**config.mk**
```make
export PLATFORM = sky130hd
export DESIGN_NAME = wdtc_core
export DESIGN_NICKNAME = d
export VERILOG_FILES = /design/src/rtl/wdtc_pkg.sv /design/src/rtl/wdtc_osc_sync.sv /design/src/rtl/wdtc_counter.sv /design/src/rtl/wdtc_core.sv
export SDC_FILE = /design/constraint.sdc
export NUM_CORES = 1
export LEC_CHECK = 0
export BUFFER_PORTS_ARGS = -buffer_cell sky130_fd_sc_hd__buf_2
export CAP_MARGIN = 20
export CORE_MARGIN = 4
export CORE_UTILIZATION = 30
export DETAILED_ROUTE_END_ITERATION = 8
export SLEW_MARGIN = 10
export SYNTH_ARGS = -nofsm -noshare
export SYNTH_HDL_FRONTEND = slang
export SYNTH_HIERARCHICAL = 1
export SYNTH_SLANG_ARGS = --single-unit
```
**constraint.sdc**
```tcl
create_clock -name pclk -period 5.19 [get_ports pclk]
set_input_delay 0.519 -clock pclk [delete_from_list [all_inputs] [get_ports pclk]]
set_output_delay 0.519 -clock pclk [all_outputs]
set_load 0.02 [all_outputs]
```
**src/rtl/wdtc_pkg.sv**
```systemverilog
// Package of the watchdog timer control block: register offset, control
// register layout, reset value and timing counts.
// Assumes a single 100 MHz pclk domain shared by every user of it.

package wdtc_pkg;

   // ==========================================================
   // Register map
   // ==========================================================
   // Byte address of the control and status register on APB.
   localparam logic [11:0] WDTC_CTRL_OFS = 12'h000;

   // Control and status register layout, bit 7 first.
   typedef struct packed {
      logic timeout_irq_flag;        // Bit 7.
      logic timeout_irq_enable;      // Bit 6.
      logic period_select_bit3;      // Bit 5.
      logic change_unlock_bit;       // Bit 4.
      logic system_reset_enable;     // Bit 3.
      logic [2:0] period_select_lo;  // Bits 2 to 0.
   } wdtc_ctrl_t;

   // Reset value; the reset enable comes up cleared.
   localparam wdtc_ctrl_t WDTC_CTRL_RST = 8'h00;

   // ==========================================================
   // Timing
   // ==========================================================
   // The unlock window lasts this many pclk cycles.
   localparam int WDTC_UNLOCK_CYCLES = 4;
   localparam logic [2:0] WDTC_UNLOCK_LOAD = 3'(WDTC_UNLOCK_CYCLES - 1);
   // Oscillator cycles of the shortest period, and the largest legal code.
   localparam int WDTC_BASE_OSC_CYCLES = 2048;
   localparam logic [3:0] WDTC_PERIOD_MAX = 4'h9;
   // Width of the oscillator cycle counter.
   localparam int WDTC_CNT_W = 21;

   // Gathers the four period select bits into one code.
   function automatic logic [3:0] wdtc_period_code(input wdtc_ctrl_t c);
      wdtc_period_code = {c.period_select_bit3, c.period_select_lo};
   endfunction

endpackage

```
**src/rtl/wdtc_osc_sync.sv**
```systemverilog
// Oscillator input synchroniser: turns the free-running watchdog
// oscillator into a one-cycle tick enable in the pclk domain.
// Assumes the oscillator runs far slower than pclk.

`timescale 1ns/1ns
`default_nettype none

module wdtc_osc_sync
(
   input wire logic pclk,     // System clock.
   input wire logic presetn,  // Asynchronous reset, active low.
   input wire logic osc_in,   // Watchdog oscillator, asynchronous.
   output logic tick          // One-cycle pulse per oscillator rise.
);

   logic s1_r;
   logic s2_r;
   logic s3_r;
   logic lvl_r;
   logic tick_r;

   // ==========================================================
   // Three-stage synchroniser and filtered level
   // ==========================================================
   // A change counts once the second and third stages agree.
   always_ff @(posedge pclk or negedge presetn)
   begin
      if (!presetn)
      begin
         s1_r <= 1'b0;
         s2_r <= 1'b0;
         s3_r <= 1'b0;
         lvl_r <= 1'b0;
         tick_r <= 1'b0;
      end
      else
      begin
         s1_r <= osc_in;
         s2_r <= s1_r;
         s3_r <= s2_r;
         if (s2_r == s3_r)
         begin
            lvl_r <= s3_r;
         end
         tick_r <= (s2_r == s3_r) && s3_r && !lvl_r;
      end
   end

   assign tick = tick_r;
endmodule

`default_nettype wire

```
**src/rtl/wdtc_counter.sv**
```systemverilog
// Watchdog time-out counter: counts oscillator ticks up to the selected
// period and pulses a time-out, restarting from zero.
// Assumes tick and restart are one-cycle pulses in the pclk domain.

`timescale 1ns/1ns
`default_nettype none

module wdtc_counter
   import wdtc_pkg::*;
#(
   parameter int BASE = WDTC_BASE_OSC_CYCLES  // Shortest period.
)
(
   input wire logic pclk,        // System clock.
   input wire logic presetn,     // Asynchronous reset, active low.
   input wire logic tick,        // Oscillator tick enable.
   input wire logic restart,     // Restart instruction pulse.
   input wire logic run,         // Watchdog not stopped.
   input wire logic [3:0] code,  // Period select code.
   output logic timeout          // One-cycle time-out pulse.
);

   logic [WDTC_CNT_W-1:0] cnt_r;
   logic [WDTC_CNT_W-1:0] lim;
   logic timeout_r;

   // Period in oscillator cycles doubles with each code step.
   assign lim = WDTC_CNT_W'(BASE) << code;

   // ==========================================================
   // Counter
   // ==========================================================
   // A shortened period beyond the count fires at the next tick.
   always_ff @(posedge pclk or negedge presetn)
   begin
      if (!presetn)
      begin
         cnt_r <= '0;
         timeout_r <= 1'b0;
      end
      else
      begin
         timeout_r <= 1'b0;
         if (restart || !run)
         begin
            cnt_r <= '0;
         end
         else if (tick)
         begin
            if (cnt_r >= lim - WDTC_CNT_W'(1))
            begin
               cnt_r <= '0;
               timeout_r <= 1'b1;
            end
            else
            begin
               cnt_r <= cnt_r + WDTC_CNT_W'(1);
            end
         end
      end
   end

   assign timeout = timeout_r;
endmodule

`default_nettype wire

```
**src/rtl/wdtc_core.sv**
```systemverilog
// Watchdog timer with its control and status register on APB.
// Assumes APB master on pclk; core signals are pclk-synchronous, with restart and vector executed as one-cycle pulses.
//
// Behaviour
// - Time-out in interrupt mode sets the interrupt flag, bit 7.
// - Executing the watchdog interrupt vector clears the flag.
// - Writing one to the flag clears it; zero leaves it.
// - Interrupt requested only while flag, enable and global enable set.
// - Reset and interrupt enables pick mode; programmed fuse forces reset.
// - Combined mode: vector execution clears interrupt enable and flag.
// - Combined mode: second time-out before service causes system reset.
// - Reset enable clear or period change only while unlocked.
// - Unlock bit clears itself four clock cycles after being set.
// - Reset-cause flag holds reset enable at one.
// - Period codes 0 to 9 give 2048 to 1048576 oscillator cycles.
// - Eight-bit register layout; all bits reset to zero.
// - Counter counts cycles of the dedicated 128 kHz oscillator.
//
// Local design decisions: register access over APB and the register addresses.

`timescale 1ns/1ns
`default_nettype none

module wdtc_core
   import wdtc_pkg::*;
#(
   parameter int BASE_OSC_CYCLES = WDTC_BASE_OSC_CYCLES  // Shortest period.
)
(
   input wire logic pclk,              // System clock, 100 MHz.
   input wire logic presetn,           // Asynchronous reset, active low.
   input wire logic psel,              // APB select.
   input wire logic penable,           // APB enable.
   input wire logic pwrite,            // APB direction, high for write.
   input wire logic [11:0] paddr,      // APB byte address.
   input wire logic [31:0] pwdata,     // APB write data.
   input wire logic [3:0] pstrb,       // APB write strobes.
   output logic [31:0] prdata,         // APB read data.
   output logic pready,                // APB ready.
   output logic pslverr,               // APB error, unmapped address.
   input wire logic osc_in,            // Watchdog oscillator pin.
   input wire logic wd_restart,        // Restart instruction pulse.
   input wire logic irq_ack,           // Watchdog vector executed pulse.
   input wire logic global_irq_enable, // Core global interrupt enable.
   input wire logic always_on_fuse_n,  // Low when the fuse is programmed.
   input wire logic reset_cause_flag,  // Watchdog reset-cause flag level.
   output logic timeout_irq,           // Interrupt request, level.
   output logic sys_reset              // System reset, one-cycle pulse.
);

   // ==========================================================
   // Declarations
   // ==========================================================
   logic flag_r;
   logic ie_r;
   logic re_r;
   logic unlock_r;
   logic [2:0] unlock_cnt_r;
   logic [3:0] period_r;
   logic irq_r;
   logic sys_reset_r;
   logic pready_r;
   logic pslverr_r;
   logic [31:0] prdata_r;
   logic setup;
   logic hit;
   logic wr;
   logic acc;
   logic fuse_on;
   logic tick;
   logic timeout;
   logic run;
   logic unlock_start;
   logic rst_fire;
   wdtc_ctrl_t wd;
   wdtc_ctrl_t rd;

   // ==========================================================
   // APB decode
   // ==========================================================
   // Setup cycle prepares the answer; the access cycle commits it.
   assign setup = psel && !penable;
   assign hit = paddr == WDTC_CTRL_OFS;
   assign acc = psel && penable && pready_r;
   assign wr = acc && pwrite && hit && !pslverr_r && pstrb[0];
   assign wd = wdtc_ctrl_t'(pwdata[7:0]);

   // Register view as software reads it.
   assign rd = '{
      timeout_irq_flag: flag_r,
      timeout_irq_enable: ie_r,
      period_select_bit3: period_r[3],
      change_unlock_bit: unlock_r,
      system_reset_enable: re_r,
      period_select_lo: period_r[2:0]
   };

   // Ready is raised for the single access cycle after each setup.
   always_ff @(posedge pclk or negedge presetn)
   begin
      if (!presetn)
      begin
         pready_r <= 1'b0;
         pslverr_r <= 1'b0;
         prdata_r <= 32'h00000000;
      end
      else
      begin
         pready_r <= setup;
         if (setup)
         begin
            pslverr_r <= !hit;
            prdata_r <= hit ? {24'h000000, rd} : 32'h00000000;
         end
         else
         begin
            pslverr_r <= 1'b0;
         end
      end
   end

   assign prdata = prdata_r;
   assign pready = pready_r;
   assign pslverr = pslverr_r;

   // ==========================================================
   // Mode selection
   // ==========================================================
   // The fuse forces reset mode; otherwise the enables pick it.
   assign fuse_on = !always_on_fuse_n;
   assign run = fuse_on || re_r || ie_r;
   assign unlock_start = wr && wd.change_unlock_bit && wd.system_reset_enable;
   // Reset mode, or combined mode with an unserviced interrupt.
   assign rst_fire = timeout && re_r && (!ie_r || flag_r);

   // ==========================================================
   // Oscillator tick and counter
   // ==========================================================
   // The oscillator is sampled into pclk, so restart and time-out stay
   // in one domain and need no further crossing.
   wdtc_osc_sync u_sync
   (
      .pclk(pclk),
      .presetn(presetn),
      .osc_in(osc_in),
      .tick(tick)
   );

   wdtc_counter #(.BASE(BASE_OSC_CYCLES)) u_counter
   (
      .pclk(pclk),
      .presetn(presetn),
      .tick(tick),
      .restart(wd_restart),
      .run(run),
      .code(period_r),
      .timeout(timeout)
   );

   // ==========================================================
   // Unlock window
   // ==========================================================
   // Writing unlock and reset enable together opens a four-cycle window.
   // A write with the unlock bit clear closes it after being applied.
   always_ff @(posedge pclk or negedge presetn)
   begin
      if (!presetn)
      begin
         unlock_r <= 1'b0;
         unlock_cnt_r <= 3'h0;
      end
      else if (unlock_start)
      begin
         unlock_r <= 1'b1;
         unlock_cnt_r <= WDTC_UNLOCK_LOAD;
      end
      else if (wr && !wd.change_unlock_bit)
      begin
         unlock_r <= 1'b0;
      end
      else if (unlock_r)
      begin
         if (unlock_cnt_r == 3'h0)
         begin
            unlock_r <= 1'b0;
         end
         else
         begin
            unlock_cnt_r <= unlock_cnt_r - 3'h1;
         end
      end
   end

   // ==========================================================
   // Reset enable
   // ==========================================================
   // Setting is always allowed; clearing needs the unlock window and a
   // cleared reset-cause flag. The fuse pins it high.
   always_ff @(posedge pclk or negedge presetn)
   begin
      if (!presetn)
      begin
         re_r <= WDTC_CTRL_RST.system_reset_enable;
      end
      else if (fuse_on || reset_cause_flag)
      begin
         re_r <= 1'b1;
      end
      else if (wr)
      begin
         if (wd.system_reset_enable)
         begin
            re_r <= 1'b1;
         end
         else if (unlock_r)
         begin
            re_r <= 1'b0;
         end
      end
   end

   // ==========================================================
   // Period select
   // ==========================================================
   // Changed only inside the unlock window; reserved codes are dropped.
   always_ff @(posedge pclk or negedge presetn)
   begin
      if (!presetn)
      begin
         period_r <= wdtc_period_code(WDTC_CTRL_RST);
      end
      else if (wr && unlock_r
               && wdtc_period_code(wd) <= WDTC_PERIOD_MAX)
      begin
         period_r <= wdtc_period_code(wd);
      end
   end

   // ==========================================================
   // Interrupt enable
   // ==========================================================
   // Vector execution in combined mode drops back to reset mode; a
   // software write in the same cycle takes precedence.
   always_ff @(posedge pclk or negedge presetn)
   begin
      if (!presetn)
      begin
         ie_r <= WDTC_CTRL_RST.timeout_irq_enable;
      end
      else if (fuse_on)
      begin
         ie_r <= 1'b0;
      end
      else if (wr)
      begin
         ie_r <= wd.timeout_irq_enable;
      end
      else if (irq_ack && re_r && ie_r)
      begin
         ie_r <= 1'b0;
      end
   end

   // ==========================================================
   // Interrupt flag
   // ==========================================================
   // A time-out setting the flag wins over any clear in that cycle.
   always_ff @(posedge pclk or negedge presetn)
   begin
      if (!presetn)
      begin
         flag_r <= WDTC_CTRL_RST.timeout_irq_flag;
      end
      else if (timeout && ie_r)
      begin
         flag_r <= 1'b1;
      end
      else if (irq_ack)
      begin
         flag_r <= 1'b0;
      end
      else if (wr && wd.timeout_irq_flag)
      begin
         flag_r <= 1'b0;
      end
   end

   // ==========================================================
   // Outputs
   // ==========================================================
   // Interrupt request and one-cycle system reset pulse.
   always_ff @(posedge pclk or negedge presetn)
   begin
      if (!presetn)
      begin
         irq_r <= 1'b0;
         sys_reset_r <= 1'b0;
      end
      else
      begin
         irq_r <= flag_r && ie_r && global_irq_enable;
         sys_reset_r <= rst_fire;
      end
   end

   assign timeout_irq = irq_r;
   assign sys_reset = sys_reset_r;
endmodule

`default_nettype wire

```
==> impl_metrics.toml <==
[run_status]
status = "complete, no violations"

[synthesis]
yosysUniqueCellTypes = 58
netlist_instances = 335
yosys.area_share.simple_pct = 24.1
synth_top_family_by_area = "simple AND/OR/NAND/NOR gates"
yosys_warnings = 6
yosys-top-cells-area = "dfrtp_1 (39%), buf_4 (6.6%), ha_1 (5.9%)"
yosys.area_share.adder_pct = 5.92
yosysSeqAreaShare_pct = 39.5
syn_area_sq_mm = 0.00317
synth_xor_xnor_area_share_pct = 0.276
synth-seq-cells = 50
synth_edf_count = 0
synth_compound_area_share_pct = 18.9
synth_ff_type = "dfrtp_1"
synth_top_area_share_pct = 39.5
ys_async_sr_fraction_pct = 100
avgSynthCellArea_sq_um = 9.46
synth_top_area_cell = "dfrtp_1"
yosys-mux-area-fraction_pct = 0.829

[worst_setup_path]
end_kind = "flip-flop"
path_class = "flip-flop to flip-flop"
reg2reg_depth = 12
r2r_setup_slack_ns = 1.78
required_ns = 5.41
arrival_ns = 3.63
timing.rr.start = "period_r[2]"
r2r_end = "u_counter/cnt_r[8]"
worstSetupStartpoint = "period_r[2]"
cp_max_fo = 25
critPathLaunchType = "flip-flop"

[routing]
avgViaCountPerCell = 5.15
met1_length_um = 3080
wl_met2_um = 3380
drt-total-wl_um = 6800
wire_per_inst_um = 13.3
route.vias.total = 2624
postRouteAntennaNets = 0
first_iter_violations = 148
drtPass1Iterations = 4
top_layer_used = "met4"
met3RoutedLength_um = 310
drc = 0

[die]
dieArea_sq_mm = 0.0123
ios = 95
die_x_um = 111
die-height_um = 111
initial_utilization_pct = 30.7
fp-row-count = 37
core_area_sq_mm = 0.0103

[hold_path]
hold_class = "input pin to asynchronous set/reset pin"

[clock_network]
clk_pin_slew_worst_paths_ns = 0.10
cts_setup_buffers = 0
clock-sinks = 50
cts_tree = "built"
root_buffer = "clkbuf_8"
numCtsBuffers = 5
clock_latency_ns = 0.30
cts-resized-gates = 0
cts_max_level = 2
clock_path_buffers = 2
ctsHoldBuffers = 0

[sta]
setup_viol = 0
hold_slack_ns = 0.307
hold_viol_final = 0
rsz0062_at_grt = "false"
finalClockSkew_ns = 0.0148
period_needed_ns = 3.41
fin_ws_ns = 1.78
worstMarginPinSlew_ns = 0.956
tns_ns = 0
finalCritPeriodShare_pct = 65.7
final_max_slew_viol_count = 0
fmax_mhz = 293
relSlewSlack_pct = 36.1

[place]
numPortBuffers = 43
dp.final_hpwl_um = 5070
post-place-ws_ns = 1.80
place.gp.congestion = 0.763
dp_cells = 502

[power]
finalPower_uw = 692
p_int_uw = 508
pwr_density_cell_mw_per_mm2 = 198
net-switching-power_uw = 184
p_clk_share_pct = 33.2
p_seq_share_pct = 57.4
ir_worst_vdd_mv = 0.100
leakage_nw = 1.58
swShare_pct = 26.6
combPwrFrac_pct = 9.4

[finish]
layout.nets = 447
drive_above_1_share_pct = 20.1
fin_cells = 510
n_antenna_cell = 0
syn2layout_area_growth_pct = 10.1

[global_route]
grt.total_usage_pct = 10.9
antenna_found_initial = 0
grt_max_degree = 51
grt_pass1_vias = 2453
grt_pass1_wl_um = 11600
overflow = 0

[run]
max_cap_viol_count = 0
-- Yosys cell counts (all sizes together), types with 3 or more instances --
| library cell | instances |
|---|---|
| nand3b | 10 |
| a21oi | 12 |
| a311oi | 3 |
| nand2 | 33 |
| and3 | 8 |
| clkbuf | 5 |
| nor4 | 6 |
| inv | 15 |
| nand4 | 11 |
| buf | 34 |
| and4 | 3 |
| nand3 | 23 |
| a41oi | 5 |
| a21o | 4 |
| a31oi | 28 |
| nor3 | 9 |
| and2 | 3 |
| nand2b | 3 |
| o31ai | 3 |
| o211ai | 5 |
| ha | 15 |
| o21ai | 9 |
| nor2 | 10 |
| dfrtp | 50 |
-- area by class of cell --
type	instances	area [sq um]
sequential	50	1250
inverter	15	56.3
tap	136	170
clock inverter	3	21.3
multi-input combinational	254	1680
fill	1076	6840
timing repair buffer	47	245
clock buffer	5	68.8
-- power by group through the flow --
stage                     logic, mW  clock network [mW]  registers (mW)
after global placement       0.0645                   0           0.404
final                        0.0648               0.230           0.397
after floorplan              0.0505                   0           0.405
after global routing         0.0721               0.258           0.398
after CTS                    0.0654               0.241           0.397
after detailed placement     0.0655                   0           0.405
-- critical path: stages, from the launching register on --
cell      delay [ns]
dfrtp_1         0.50
nor3_1          0.28
nand2b_1        0.11
ha_1            0.25
a21o_1          0.19
a32oi_1         0.21
ha_1            0.26
nand4_1         0.14
inv_1           0.09
a211oi_4        0.48
buf_4           0.36
nand2_1         0.22
o211ai_1        0.21
-- logic make-up (layout without fill, tap and decap cells) --
kind of cell             after synthesis  in the layout
XOR/XNOR                               1              1
adder cells (fa/ha/maj)               15             15
multiplexers                           2              2
other                                  1             24
AO/OA/AOI/OAI                         85             85
flip-flops                            50             50
buffers and inverters                 54             70
AND/OR/NAND/NOR                      127            127
-- sequential cells by signal, indices dropped and copies added (netlist names) --
signal,count
flag_r,1
ie_r,1
period_r,4
prdata,8
pready,1
pslverr,1
re_r,1
sys_reset,1
timeout_irq,1
u_counter/cnt_r,21
u_counter/timeout,1
u_sync/lvl_r,1
u_sync/s1_r,1
u_sync/s2_r,1
u_sync/s3_r,1
u_sync/tick,1
unlock_cnt_r,3
unlock_r,1
-- through the flow --
step | util (%) | instance area, sq um
after global placement | 32.9 | 3400
final | 33.8 | 3490
after global routing | 33.8 | 3490
after detailed placement | 32.9 | 3400
after floorplan | - | 3250
after CTS | 33.8 | 3490
-- routing by layer --
| metal | global-route usage [%] | vias up |
|---|---|---|
| met3 | 1.31 | 2 |
| met5 | 0 | - |
| li1 | - | 1285 |
| met4 | 2.63 | 0 |
| met1 | 15.2 | 1273 |
| met2 | 17.9 | 64 |
-- cell usage in the layout, fill, tap and decap left out, drive strengths merged, types with 9 or more instances in the layout --
master  synthesis  final
a21oi          12     12
o21ai           9      9
nand3          23     23
nor2           10     10
dfrtp          50     50
nand3b         10     10
inv            15     15
a31oi          28     28
nand4          11     11
nand2          33     33
ha             15     15
buf            34     47
nor3            9      9
conb            1     24
-- worst max-delay path by stage --
stage,end
3_3_place_gp,u_counter/cnt_r[8]
4_1_cts,u_counter/cnt_r[8]
3_5_place_dp,u_counter/cnt_r[8]
6_report,u_counter/cnt_r[8]
5_1_grt,u_counter/cnt_r[0]
2_1_floorplan,u_counter/cnt_r[1]
No activity file was read; power rests on OpenSTA's default activity.
